## config.mk

```make
export PLATFORM = sky130hd
export DESIGN_NAME = bm_regbank
export DESIGN_NICKNAME = d
export VERILOG_FILES = /design/src/bm_busy_timer.v /design/src/bm_regbank.v
export VERILOG_INCLUDE_DIRS = /design/src
export SDC_FILE = /design/constraint.sdc
export NUM_CORES = 1
export LEC_CHECK = 0
export ABC_AREA = 1
export BUFFER_PORTS_ARGS = -buffer_cell sky130_fd_sc_hd__buf_2
export CAP_MARGIN = 5
export CORE_ASPECT_RATIO = 1.25
export CORE_MARGIN = 5
export CORE_UTILIZATION = 30
export DETAILED_ROUTE_END_ITERATION = 8
export HOLD_SLACK_MARGIN = 0.02
export PLACE_DENSITY = 0.46
export SYNTH_ARGS = -nofsm -noshare
export SYNTH_HDL_FRONTEND = slang
export SYNTH_HIERARCHICAL = 1
export SYNTH_SLANG_ARGS = --single-unit
```

## constraint.sdc

```tcl
create_clock -name hclk -period 4.1 [get_ports hclk]
set_clock_uncertainty 0.15 [all_clocks]
set_input_delay 0.82 -clock hclk [delete_from_list [all_inputs] [get_ports hclk]]
set_output_delay 0.82 -clock hclk [all_outputs]
set_load 0.02 [all_outputs]
```

## src/bm_defs.vh

```
// Address map, field positions, reset values and timing counts of the battery monitor bank
`ifndef BM_DEFS_VH
`define BM_DEFS_VH

// ****************************************************************
// Byte indexes (page * 8 + byte); byte address is four times these
// ****************************************************************
`define BM_IDX_STATUS    6'h00
`define BM_IDX_TEMP_LO   6'h01
`define BM_IDX_TEMP_HI   6'h02
`define BM_IDX_VOLT_LO   6'h03
`define BM_IDX_VOLT_HI   6'h04
`define BM_IDX_CUR_LO    6'h05
`define BM_IDX_CUR_HI    6'h06
`define BM_IDX_THRESH    6'h07
`define BM_IDX_ETM_B0    6'h08
`define BM_IDX_ETM_B3    6'h0b
`define BM_IDX_ICA       6'h0c
`define BM_IDX_RSVD      6'h0f
`define BM_IDX_DISC      6'h10
`define BM_IDX_EOC       6'h14
`define BM_IDX_EE_FIRST  6'h18
`define BM_IDX_ACC_FIRST 6'h3c
`define BM_PAGE1         3'h1

// ****************************************************************
// Command register (word address above the 64-byte map)
// ****************************************************************
`define BM_CMD_WADDR     30'h0000_0040
`define BM_CMD_TEMP      0
`define BM_CMD_VOLT      1

// ****************************************************************
// Status/configuration byte fields and reset value
// ****************************************************************
`define BM_CFG_CUR_EN    0
`define BM_CFG_ACC_EN    1
`define BM_CFG_SHADOW    2
`define BM_CFG_VSEL      3
`define BM_CFG_TBUSY     4
`define BM_CFG_NVBUSY    5
`define BM_CFG_VBUSY     6
`define BM_STATUS_RST    4'hf
`define BM_RSVD_VALUE    8'hff

// ****************************************************************
// Timing: figures in their own units, cycle counts derived
// ****************************************************************
`define BM_CLK_HZ        200000000
`define BM_CLK_KHZ       200000
`define BM_CUR_RATE_CHZ  3641
`define BM_CUR_CYC       ((`BM_CLK_HZ / `BM_CUR_RATE_CHZ) * 100)
`define BM_VCONV_MS      10
`define BM_VCONV_CYC     (`BM_VCONV_MS * `BM_CLK_KHZ)
`define BM_TCONV_MS      10
`define BM_TCONV_CYC     (`BM_TCONV_MS * `BM_CLK_KHZ)
`define BM_NVM_MAX_MS    10
`define BM_NVM_CYC       (`BM_NVM_MAX_MS * `BM_CLK_KHZ)
`define BM_SECOND_S      1
`define BM_SECOND_CYC    (`BM_SECOND_S * `BM_CLK_HZ)

`endif

```

## src/bm_busy_timer.v

```verilog
// One-shot busy timer: a start pulse holds busy for a fixed cycle count
`timescale 1ns/1ps
module bm_busy_timer
#(
   parameter W   = 28,
   parameter CYC = 2000000
)
(
   // Clock and reset
   input  wire         hclk,
   input  wire         hresetn,
   // Control
   input  wire         start,
   output reg          busy_r,
   output reg          done_r
);

   // Reload value cut to the counter width on purpose
   localparam [31:0]  CYC_M1 = CYC - 1;
   localparam [W-1:0] LAST   = CYC_M1[W-1:0];

   reg [W-1:0] cnt_r;

   // Start while idle loads the count; a start during busy is ignored
   always @(posedge hclk or negedge hresetn)
   begin
      if (!hresetn)
      begin
         cnt_r  <= {W{1'b0}};
         busy_r <= 1'b0;
         done_r <= 1'b0;
      end
      else
      begin
         done_r <= 1'b0;
         if (busy_r)
         begin
            if (cnt_r == {W{1'b0}})
            begin
               busy_r <= 1'b0;
               done_r <= 1'b1;
            end
            else
               cnt_r <= cnt_r - {{(W-1){1'b0}}, 1'b1};
         end
         else if (start)
         begin
            cnt_r  <= LAST;
            busy_r <= 1'b1;
         end
      end
   end

endmodule

```

## src/bm_regbank.v

```verilog
// Paged register bank of the battery monitor behind an AHB-Lite slave
//
// Behaviour
// RULE1: Page 0 read-only except status and threshold
// RULE2: Status byte retained, writable, steers features; here hresetn reloads bits 3..0 with 4'hf
// RULE3: Bit0 enables current sampling and charge count
// RULE4: Bit1 enables accumulators in page 7 bytes4-7
// RULE5: Bit2 copies accumulators to EEPROM on increment
// RULE6: Shadow bit ignored while accumulators disabled
// RULE7: Bit3 picks supply or aux voltage input
// RULE8: Bit4 shows temperature conversion in progress
// RULE9: Bit5 shows EEPROM copy in progress
// RULE10: Bit6 shows voltage conversion in progress
// RULE11: Page 0 holds temperature, voltage, current results
// RULE12: Operation follows stored status and threshold
// RULE13: Elapsed seconds and charge count host-writable
// RULE14: Page 1 maps seconds, count, offset bytes
// RULE15: Page 1 byte 7 reads all ones
// RULE16: Page 2 holds two writable timestamps
// RULE17: Pages 3-7 are 40 EEPROM bytes
// RULE18: Host avoids page 7 while accumulators run
// RULE19: Elapsed seconds is 32-bit one-second count
// RULE20: Busy bits ignore host writes
`timescale 1ns/1ps
`include "bm_defs.vh"
module bm_regbank
#(
   parameter CUR_CYC    = `BM_CUR_CYC,
   parameter VCONV_CYC  = `BM_VCONV_CYC,
   parameter TCONV_CYC  = `BM_TCONV_CYC,
   parameter NVM_CYC    = `BM_NVM_CYC,
   parameter SECOND_CYC = `BM_SECOND_CYC
)
(
   // AHB-Lite clock and reset
   input  wire         hclk,
   input  wire         hresetn,
   // AHB-Lite slave
   input  wire         hsel,
   input  wire [31:0]  haddr,
   input  wire [1:0]   htrans,
   input  wire         hwrite,
   input  wire [2:0]   hsize,
   input  wire [31:0]  hwdata,
   input  wire         hready,
   output reg          hreadyout,
   output reg  [31:0]  hrdata,
   output reg          hresp,
   // Converter results and events
   input  wire [15:0]  temp_result_in,
   input  wire [15:0]  supply_volt_in,
   input  wire [15:0]  aux_volt_in,
   input  wire [15:0]  current_in,
   input  wire         ica_step,
   input  wire         charge_step,
   input  wire         discharge_step,
   input  wire         disconnect_evt,
   input  wire         end_of_charge_evt,
   // Analog controls
   output wire         cur_adc_en,
   output wire         volt_sel_supply,
   output wire [7:0]   threshold_out
);

   // ****************************************************************
   // State
   // ****************************************************************
   reg  [7:0]  mem [0:63];                 // Page 1 offset, page 2, pages 3-7
   reg  [3:0]  cfg_r;                      // Writable status bits 3..0
   reg  [7:0]  thresh_r;
   reg  [15:0] temp_r;
   reg  [15:0] volt_r;
   reg  [15:0] cur_r;
   reg  [31:0] etm_r;
   reg  [27:0] sec_cnt_r;
   reg  [7:0]  ica_r;
   reg  [15:0] chg_r;
   reg  [15:0] dis_r;
   reg         wr_pend_r;
   reg         rd_pend_r;
   reg  [29:0] waddr_r;
   reg  [7:0]  rd_byte;
   reg         cmd_temp;
   reg         cmd_volt;
   reg         nvm_start;

   wire        temp_busy;
   wire        temp_done;
   wire        volt_busy;
   wire        volt_done;
   wire        nvm_busy;
   wire        cur_busy;
   wire        cur_tick;
   wire        sec_tick;
   wire        acc_on;
   wire        shadow_on;
   wire        in_map;
   wire [5:0]  widx;
   wire [7:0]  wbyte;
   wire        wr_map;
   wire        wr_cmd;
   wire [7:0]  status_byte;
   wire [15:0] chg_nxt;
   wire [15:0] dis_nxt;

   localparam [31:0] SEC_M1   = SECOND_CYC - 1;
   localparam [27:0] SEC_LAST = SEC_M1[27:0];

   // ****************************************************************
   // Bus decode
   // ****************************************************************
   assign in_map = (waddr_r[29:6] == 24'h00_0000);
   assign widx   = waddr_r[5:0];
   assign wbyte  = hwdata[7:0];
   assign wr_map = wr_pend_r & in_map;
   assign wr_cmd = wr_pend_r & (waddr_r == `BM_CMD_WADDR);

   // Feature bits act on the stored byte directly
   assign acc_on    = cfg_r[`BM_CFG_ACC_EN];                          // [RULE12]
   assign shadow_on = acc_on & cfg_r[`BM_CFG_SHADOW];                 // [RULE6]
   assign chg_nxt   = chg_r + 16'h0001;
   assign dis_nxt   = dis_r + 16'h0001;

   // Flags reflect live busy state, never stored host data
   assign status_byte = {1'b0, volt_busy, nvm_busy, temp_busy, cfg_r}; // [RULE8] [RULE9] [RULE10] [RULE20]

   // Outputs straight from configuration flops
   assign cur_adc_en      = cfg_r[`BM_CFG_CUR_EN];                    // [RULE3]
   assign volt_sel_supply = cfg_r[`BM_CFG_VSEL];                      // [RULE7]
   assign threshold_out   = thresh_r;

   // ****************************************************************
   // Timers
   // ****************************************************************
   bm_busy_timer #(.W(28), .CYC(TCONV_CYC)) u_temp_tmr
   (
      .hclk    (hclk),
      .hresetn (hresetn),
      .start   (cmd_temp),
      .busy_r  (temp_busy),
      .done_r  (temp_done)
   );

   bm_busy_timer #(.W(28), .CYC(VCONV_CYC)) u_volt_tmr
   (
      .hclk    (hclk),
      .hresetn (hresetn),
      .start   (cmd_volt),
      .busy_r  (volt_busy),
      .done_r  (volt_done)
   );

   // Worst-case copy time, so software never sees a copy end early
   bm_busy_timer #(.W(28), .CYC(NVM_CYC)) u_nvm_tmr
   (
      .hclk    (hclk),
      .hresetn (hresetn),
      .start   (nvm_start),
      .busy_r  (nvm_busy),
      .done_r  ()
   );

   // Free-running sample period while current sampling is on
   bm_busy_timer #(.W(28), .CYC(CUR_CYC)) u_cur_tmr
   (
      .hclk    (hclk),
      .hresetn (hresetn),
      .start   (cfg_r[`BM_CFG_CUR_EN] & ~cur_busy),                  // [RULE3]
      .busy_r  (cur_busy),
      .done_r  (cur_tick)
   );

   assign sec_tick = (sec_cnt_r == SEC_LAST);

   // ****************************************************************
   // Commands and copy triggers
   // ****************************************************************
   always @*
   begin
      cmd_temp  = wr_cmd & hwdata[`BM_CMD_TEMP];
      cmd_volt  = wr_cmd & hwdata[`BM_CMD_VOLT];                      // [RULE7]
      nvm_start = 1'b0;
      // Status byte and user pages are committed to EEPROM
      if (wr_map && (widx == `BM_IDX_STATUS || widx >= `BM_IDX_EE_FIRST))
         nvm_start = 1'b1;                                            // [RULE2] [RULE17] [RULE9]
      if (shadow_on && (charge_step || discharge_step))
         nvm_start = 1'b1;                                            // [RULE5]
   end

   // ****************************************************************
   // AHB-Lite handshake: writes zero-wait, reads one wait state
   // ****************************************************************
   always @(posedge hclk or negedge hresetn)
   begin
      if (!hresetn)
      begin
         wr_pend_r <= 1'b0;
         rd_pend_r <= 1'b0;
         waddr_r   <= 30'h0000_0000;
         hreadyout <= 1'b1;
         hrdata    <= 32'h0000_0000;
         hresp     <= 1'b0;
      end
      else
      begin
         hresp     <= 1'b0;
         wr_pend_r <= 1'b0;
         rd_pend_r <= 1'b0;
         hreadyout <= 1'b1;
         // The wait state lets a preceding write land before the read
         if (rd_pend_r)
            hrdata <= {24'h00_0000, rd_byte};
         else if (hready && hsel && htrans[1])
         begin
            waddr_r   <= haddr[31:2];
            wr_pend_r <= hwrite;
            rd_pend_r <= ~hwrite;
            hreadyout <= hwrite;
         end
      end
   end

   // ****************************************************************
   // Read mux
   // ****************************************************************
   always @*
   begin
      rd_byte = 8'h00;
      if (in_map)
      begin
         case (widx)
            `BM_IDX_STATUS:  rd_byte = status_byte;
            `BM_IDX_TEMP_LO: rd_byte = temp_r[7:0];                   // [RULE11]
            `BM_IDX_TEMP_HI: rd_byte = temp_r[15:8];
            `BM_IDX_VOLT_LO: rd_byte = volt_r[7:0];
            `BM_IDX_VOLT_HI: rd_byte = volt_r[15:8];
            `BM_IDX_CUR_LO:  rd_byte = cur_r[7:0];
            `BM_IDX_CUR_HI:  rd_byte = cur_r[15:8];
            `BM_IDX_THRESH:  rd_byte = thresh_r;
            `BM_IDX_ICA:     rd_byte = ica_r;                         // [RULE14]
            `BM_IDX_RSVD:    rd_byte = `BM_RSVD_VALUE;                // [RULE15]
            default:
            begin
               if (widx[5:3] == `BM_PAGE1 && widx[2] == 1'b0)
                  rd_byte = etm_r[8*widx[1:0] +: 8];                  // [RULE14]
               else if (acc_on && widx >= `BM_IDX_ACC_FIRST)
               begin
                  case (widx[1:0])                                    // [RULE4]
                     2'h0:    rd_byte = chg_r[7:0];
                     2'h1:    rd_byte = chg_r[15:8];
                     2'h2:    rd_byte = dis_r[7:0];
                     default: rd_byte = dis_r[15:8];
                  endcase
               end
               else
                  rd_byte = mem[widx];                                // [RULE16] [RULE17]
            end
         endcase
      end
   end

   // ****************************************************************
   // Page 0 configuration and results
   // ****************************************************************
   always @(posedge hclk or negedge hresetn)
   begin
      if (!hresetn)
      begin
         cfg_r    <= `BM_STATUS_RST;
         thresh_r <= 8'h00;
         temp_r   <= 16'h0000;
         volt_r   <= 16'h0000;
         cur_r    <= 16'h0000;
      end
      else
      begin
         // Only the status low nibble and threshold take writes
         if (wr_map && widx == `BM_IDX_STATUS)
            cfg_r <= wbyte[3:0];                                      // [RULE1] [RULE2] [RULE20]
         if (wr_map && widx == `BM_IDX_THRESH)
            thresh_r <= wbyte;                                        // [RULE1]
         // Results change only on completion
         if (temp_done)
            temp_r <= temp_result_in;                                 // [RULE11]
         if (volt_done)
            volt_r <= cfg_r[`BM_CFG_VSEL] ? supply_volt_in : aux_volt_in; // [RULE7] [RULE11]
         if (cur_tick && cfg_r[`BM_CFG_CUR_EN])
            cur_r <= current_in;                                      // [RULE3]
      end
   end

   // ****************************************************************
   // Page 1 counters
   // ****************************************************************
   always @(posedge hclk or negedge hresetn)
   begin
      if (!hresetn)
      begin
         sec_cnt_r <= 28'h000_0000;
         etm_r     <= 32'h0000_0000;
         ica_r     <= 8'h00;
      end
      else
      begin
         sec_cnt_r <= sec_tick ? 28'h000_0000 : sec_cnt_r + 28'h000_0001;
         if (sec_tick)
            etm_r <= etm_r + 32'h0000_0001;                           // [RULE19]
         // A host write replaces the byte even on a tick
         if (wr_map && widx[5:3] == `BM_PAGE1 && widx[2] == 1'b0)
            etm_r[8*widx[1:0] +: 8] <= wbyte;                         // [RULE13]
         if (wr_map && widx == `BM_IDX_ICA)
            ica_r <= wbyte;                                           // [RULE13]
         else if (ica_step && cfg_r[`BM_CFG_CUR_EN])
            ica_r <= ica_r + 8'h01;                                   // [RULE3]
      end
   end

   // ****************************************************************
   // Accumulators in page 7 bytes 4-7
   // ****************************************************************
   always @(posedge hclk or negedge hresetn)
   begin
      if (!hresetn)
      begin
         chg_r <= 16'h0000;
         dis_r <= 16'h0000;
      end
      else
      begin
         if (acc_on && charge_step)
            chg_r <= chg_nxt;                                         // [RULE4]
         if (acc_on && discharge_step)
            dis_r <= dis_nxt;
         // Host write clobbers the running totals
         if (wr_map && widx >= `BM_IDX_ACC_FIRST)
         begin
            case (widx[1:0])                                          // [RULE18]
               2'h0:    chg_r[7:0]  <= wbyte;
               2'h1:    chg_r[15:8] <= wbyte;
               2'h2:    dis_r[7:0]  <= wbyte;
               default: dis_r[15:8] <= wbyte;
            endcase
         end
      end
   end

   // ****************************************************************
   // Byte storage: offset, timestamps, EEPROM pages (no reset: retained)
   // ****************************************************************
   always @(posedge hclk)
   begin
      if (wr_map && widx > `BM_IDX_ICA && widx != `BM_IDX_RSVD)
         mem[widx] <= wbyte;                                          // [RULE14] [RULE16] [RULE17]
      // Hardware timestamp capture wins over a host write
      if (disconnect_evt)
      begin
         mem[`BM_IDX_DISC]        <= etm_r[7:0];                      // [RULE16]
         mem[`BM_IDX_DISC + 6'h1] <= etm_r[15:8];
         mem[`BM_IDX_DISC + 6'h2] <= etm_r[23:16];
         mem[`BM_IDX_DISC + 6'h3] <= etm_r[31:24];
      end
      if (end_of_charge_evt)
      begin
         mem[`BM_IDX_EOC]        <= etm_r[7:0];
         mem[`BM_IDX_EOC + 6'h1] <= etm_r[15:8];
         mem[`BM_IDX_EOC + 6'h2] <= etm_r[23:16];
         mem[`BM_IDX_EOC + 6'h3] <= etm_r[31:24];
      end
      // Shadow copy of the incremented totals
      if (shadow_on && charge_step)
      begin
         mem[`BM_IDX_ACC_FIRST]        <= chg_nxt[7:0];               // [RULE5]
         mem[`BM_IDX_ACC_FIRST + 6'h1] <= chg_nxt[15:8];
      end
      if (shadow_on && discharge_step)
      begin
         mem[`BM_IDX_ACC_FIRST + 6'h2] <= dis_nxt[7:0];
         mem[`BM_IDX_ACC_FIRST + 6'h3] <= dis_nxt[15:8];
      end
   end

endmodule

```

==> results of run 1 <==
[layout make-up]
cell class / instances / area share
Clock inverter: 50 / 0.00968
Sequential cell: 832 / 0.468
Inverter: 795 / 0.0604
Timing Repair Buffer: 273 / 0.0379
Antenna cell: 3 / 0.000150
Clock buffer: 119 / 0.0501
Tap cell: 1896 / 0.0474
Multi-Input combinational cell: 3470 / 0.327
[cells in the final DEF (no fill, tap or decap), types with 14 or more instances in the layout]
cell and n:
a21oi_1 72, a31oi_1 19, buf_2 130, buf_4 128, clkbuf_1 17, clkbuf_16 92
clkinv_1 18, clkinv_2 19, conb_1 121, dfrtp_1 314, edfxtp_1 512, ha_1 18
inv_1 778, mux2_2 24, nand2_1 1461, nand2_2 27, nand3_1 448, nand4_1 72
nor2_1 451, nor2_2 19, nor2_4 14, nor3_1 63, o211ai_1 29, o21ai_0 310
o21ai_1 34, o21ai_2 48, o22ai_1 33, or2_2 39, xor2_1 92
[critical path, cell delays in order, from the launching register on]
cell	delay [ps]
dfrtp_1	620
nand2_2	550
inv_2	250
buf_12	250
nand3_1	100
nand2_1	50
o21ai_1	240
nand2_1	140
nor2_1	310
nand2_1	190
nand2_1	100
nand2_1	70
nand2_1	100
nand2_1	60
nand2_1	80
nand2_1	50
[registers in the layout, indices dropped and copies added (netlist names), 28 cells and up]
| signal | cells |
|---|---|
| u_volt_tmr/cnt_r | 28 |
| etm_r | 32 |
| waddr_r | 30 |
| u_nvm_tmr/cnt_r | 28 |
| u_cur_tmr/cnt_r | 28 |
| sec_cnt_r | 28 |
| u_temp_tmr/cnt_r | 28 |
| mem | 512 |
[final timing paths]
check	endpoint	slack, ps	cells past startpoint
setup / recovery	hrdata[2]	620	15
setup reg to reg	hrdata[2]	620	15
min in group asynchronous	sec_cnt_r[25]	520	2
max in group asynchronous	hreadyout	2200	3
hold reg to reg	sec_cnt_r[0]	310	1
hold / removal	rd_pend_r	160	2
[layer usage]
metal	track usage	share of wire	up-vias
li1	-	-	17100
met1	0.221	0.43	16300
met2	0.301	0.49	724
met3	0.0244	0.042	197
met4	0.0559	0.031	2
met5	0	0.000097	-
[report_power, final]
group / internal (uW) / switching [uW]
registers: 9310 / 310
clock network: 4710 / 3640
logic: 989 / 2350
total: 15000 / 6300
[timing repair]
action | CTS | global route
hold endpoints to repair | 40 | 0
hold buffers | 1 | 0
endpoints found under the setup margin | 0 | 0
[stage by stage]
stage                     utilization  worst slack (ps)  total power [uW]  cells
after global placement          0.325               527             13100   7265
final                           0.346               618             21300   7438
after CTS                       0.346               532             21600   7435
after floorplan                     -               882             11800   5321
after detailed placement        0.325               551             13200   7265
after global routing            0.346               340             22300   7435
==> reports/qor.txt, run 1 <==
Router iterations before antenna repair: 6
IO Count: 187
PortBufs: 131
Post-DP HPWL: 94000 um
Post-CTS Setup Bufs: 0
DRC Markers: 0
Gpl congestion: 0.922
Critical path type: flip-flop to flip-flop
CP max FO: 33
Layout cell share with drive strength beyond 1: 0.111
Largest net degree at the start of global routing: 90
Final setup vio count: 0
Syn Std Cell Area: 43500 sq um
RSZ-0062 raised after global routing: false
Nets: 5624
Grt total ovfl: 0
Leak: 0.0231 uW
H-tree depth: 3
Routed Antenna Nets: 0
Area grow syn2layout: 14.9%
Synthesis Warnings: 6
Via count: 34300
Latest clock arrival within the worst-skew pair: 710 ps
Min-Delay Path Class: input port to flip-flop
Initial antenna violation count: 5
Die W: 351 um
Startpoint types: flip-flop
FILL cells: 15100
Status: finished, final reports clean
Clock Path Buffers: 3
Fin area: 50000 sq um
CP startpoint: waddr_r[2]
Gr usage total: 0.173
Routed WL per cell: 18.0 um
WHS: 162 ps
Root Driver: clkbuf_16
Slew margin rel.: 0.319
Clk pin slew, worst setup/hold paths: 60 ps
CTS tree: done
Multi-input logic area: 16300 sq um
CTS buffer count: 91
Hold path start: hwrite
Crit end category: flip-flop
Site Rows: 156
CP arrival: 3930 ps
WL final: 134000 um
Maxcap violations: 0
Slew Limit Fails: 0
Vias in the first global route: 33500
Max frequency: 0.287 GHz
Setup TNS Final: 0 ps
Minimum clock period: 3480 ps
Register Area: 23400 sq um
Clock sink count: 832
Worst Path Required: 4550 ps
Die Span Y: 436 um
Post_cts resized: 0
Final hold vios: 0
Area of the die: 153000 sq um
VDD IR max: 324 uV
Final Cycle Share: 0.849
Via/cell ratio: 4.62
Syn avg cell area: 8.37 sq um
Initial DRC Count: 2150
First-pass GRT wire length: 204000 um
Placement Cell Area: 47000 sq um
Initial Utilization: 0.301
Cells after Synth: 5201
Core Region: 144000 sq um
Power Dens Cells: 426 nW/um^2
R2R Path Start: waddr_r[2]
Worst-margin pin slew: 1020 ps
No activity file was read; power rests on OpenSTA's default activity.
==> run 2: changes to the inputs <==
- ABC_AREA: 1 -> 0
- PLACE_DENSITY: 0.46 -> 0.47
- clock period: 4.1 -> 3.2 ns (I/O delays scaled with it)
==> run 2 against run 1 <==
  * Power up 33%
  * Synthesized area shrank 10%
  * Sequential share of layout area is 2.5 points higher
  * Non-clock buffer count is 216 higher
  * Sequential power up 30%
  * Via count decreased by 18%
  * Design area down 5.0%
  * Wire length fell by 4.7%
==> reports/qor.txt, run 2 <==
Min-Delay Path Class: input port to flip-flop
Leak: 0.0179 uW
Gpl congestion: 0.890
Initial antenna violation count: 4
Cells after Synth: 3247
CP max FO: 23
Setup TNS Final: 0 ps
Startpoint types: flip-flop
Die Span Y: 414 um
DRC Markers: 0
Internal power: 20200 uW
Maxcap violations: 0
Clock Power Share: 0.362
Worst Path Required: 3590 ps
Final hold vios: 0
Area of the die: 138000 sq um
Regs by FF count: mem x512, etm_r x32, waddr_r x30
RSZ-0062 raised after global routing: false
Die W: 333 um
Total power: 28400 uW
Routed Antenna Nets: 0
Nets: 3900
CP arrival: 3510 ps
Core Util, Final: 0.366
Crit end category: flip-flop
Largest net degree at the start of global routing: 66
Largest register FFs: 512
Largest Register: mem
Switching power: 8220 uW
Site Rows: 148
H-tree depth: 3
Syn avg cell area: 12.0 sq um
Via count: 28100
Synthesis Warnings: 6
Status: finished, final reports clean
Final setup vio count: 0
PortBufs: 131
Reg power frac: 0.439
Most frequent cells in the layout: edfxtp_1 (512), nand2_1 (340), dfrtp_1 (312)
CTS buffer count: 85
Initial DRC Count: 2139
Placement Setup Slack: -90.4 ps
Latest clock arrival within the worst-skew pair: 680 ps
Minimum clock period: 3120 ps
Layout cell share with drive strength beyond 1: 0.206
Vias in the first global route: 28300
Gr usage total: 0.182
Root Driver: clkbuf_16
Slew Limit Fails: 0
Area grow syn2layout: 21.7%
Via/cell ratio: 5.08
Power Dens Cells: 597 nW/um^2
Grt total ovfl: 0
Sw frac: 0.289
Worst-margin pin slew: 979 ps
Slew margin rel.: 0.347
Logic pwr share: 0.199
First-pass GRT wire length: 189000 um
Leading cell type in the layout, fill and taps excluded: edfxtp_1
Clock Path Buffers: 3
Clock sink count: 832
IO Count: 187
Core Region: 130000 sq um
Fin area: 47500 sq um
Placement Cell Area: 44000 sq um
Final worst slack: 79.9 ps
Initial Utilization: 0.301
Critical path type: flip-flop to flip-flop
CTS tree: done
Final Cycle Share: 0.975
Router iterations before antenna repair: 7
VDD IR max: 573 uV
Post-DP HPWL: 90300 um
Routed WL per cell: 23.1 um
WL final: 128000 um
Clk pin slew, worst setup/hold paths: 70 ps
Syn Std Cell Area: 39100 sq um
Max frequency: 0.320 GHz
[run 2: critical path, stage by stage (launching register included)]
cell       delay [ps]
dfrtp_4           610
buf_12            230
nor2b_1           150
buf_4             180
a22o_1            230
a21oi_1           290
o21ai_0           160
buf_4             180
a2111oi_1         500
buf_4             190
a31oi_1            70
[run 2: final timing paths]
path | slack (ps) | endpoint | cells past startpoint | from
setup / recovery | 80 | hrdata[0] | 10 | waddr_r[2]
hold / removal | 70 | waddr_r[1] | 2 | haddr[3]
setup reg to reg | 80 | hrdata[0] | 10 | waddr_r[2]
hold reg to reg | 320 | sec_cnt_r[4] | 1 | sec_cnt_r[4]
max in group asynchronous | 1680 | volt_r[10] | 3 | hresetn
min in group asynchronous | 390 | threshold_out[0] | 2 | hresetn
[run 2: metrics by stage]
stage                     hold WS, ps  std cells
after global routing             53.8       5533
after floorplan                   194       3367
final                            73.0       5534
after global placement            307       5313
after CTS                        20.0       5526
after detailed placement          310       5313
[run 2: cell type report]
class	instances	area, sq um
diodes	2	5.00
clock buffers	115	2410
clock inverters	40	420
fillers	12800	82300
inverters	51	191
multi-input cells	2280	15000
flip-flops and latches	832	23400
well taps	1725	2160
repair buffers	489	3930
[run 2: power groups by stage]
stage | combinational [uW] | clock [uW] | sequential, uW
final | 5640 | 10300 | 12500
after global routing | 5990 | 11000 | 12500
after CTS | 5600 | 10500 | 12500
after detailed placement | 5520 | 0 | 12700
after global placement | 5520 | 0 | 12700
after floorplan | 2920 | 0 | 12400
[run 2: timing repair]
| action | 4_1_cts | 5_1_grt |
|---|---|---|
| buffers inserted | 0 | 6 |
| hold endpoints to repair | 109 | 0 |
| gates resized for setup | 2 | 9 |
| endpoints found under the setup margin | 2 | 14 |
| pin swaps | 0 | 1 |
| hold buffers | 58 | 0 |
[run 2: per-layer routing]
metal | up-vias | wire [um] | global-route usage
met5 | - | 0 | 0
met2 | 743 | 62700 | 0.314
met1 | 14100 | 54800 | 0.233
li1 | 13100 | - | -
met3 | 181 | 5540 | 0.0223
met4 | 0 | 4750 | 0.0714
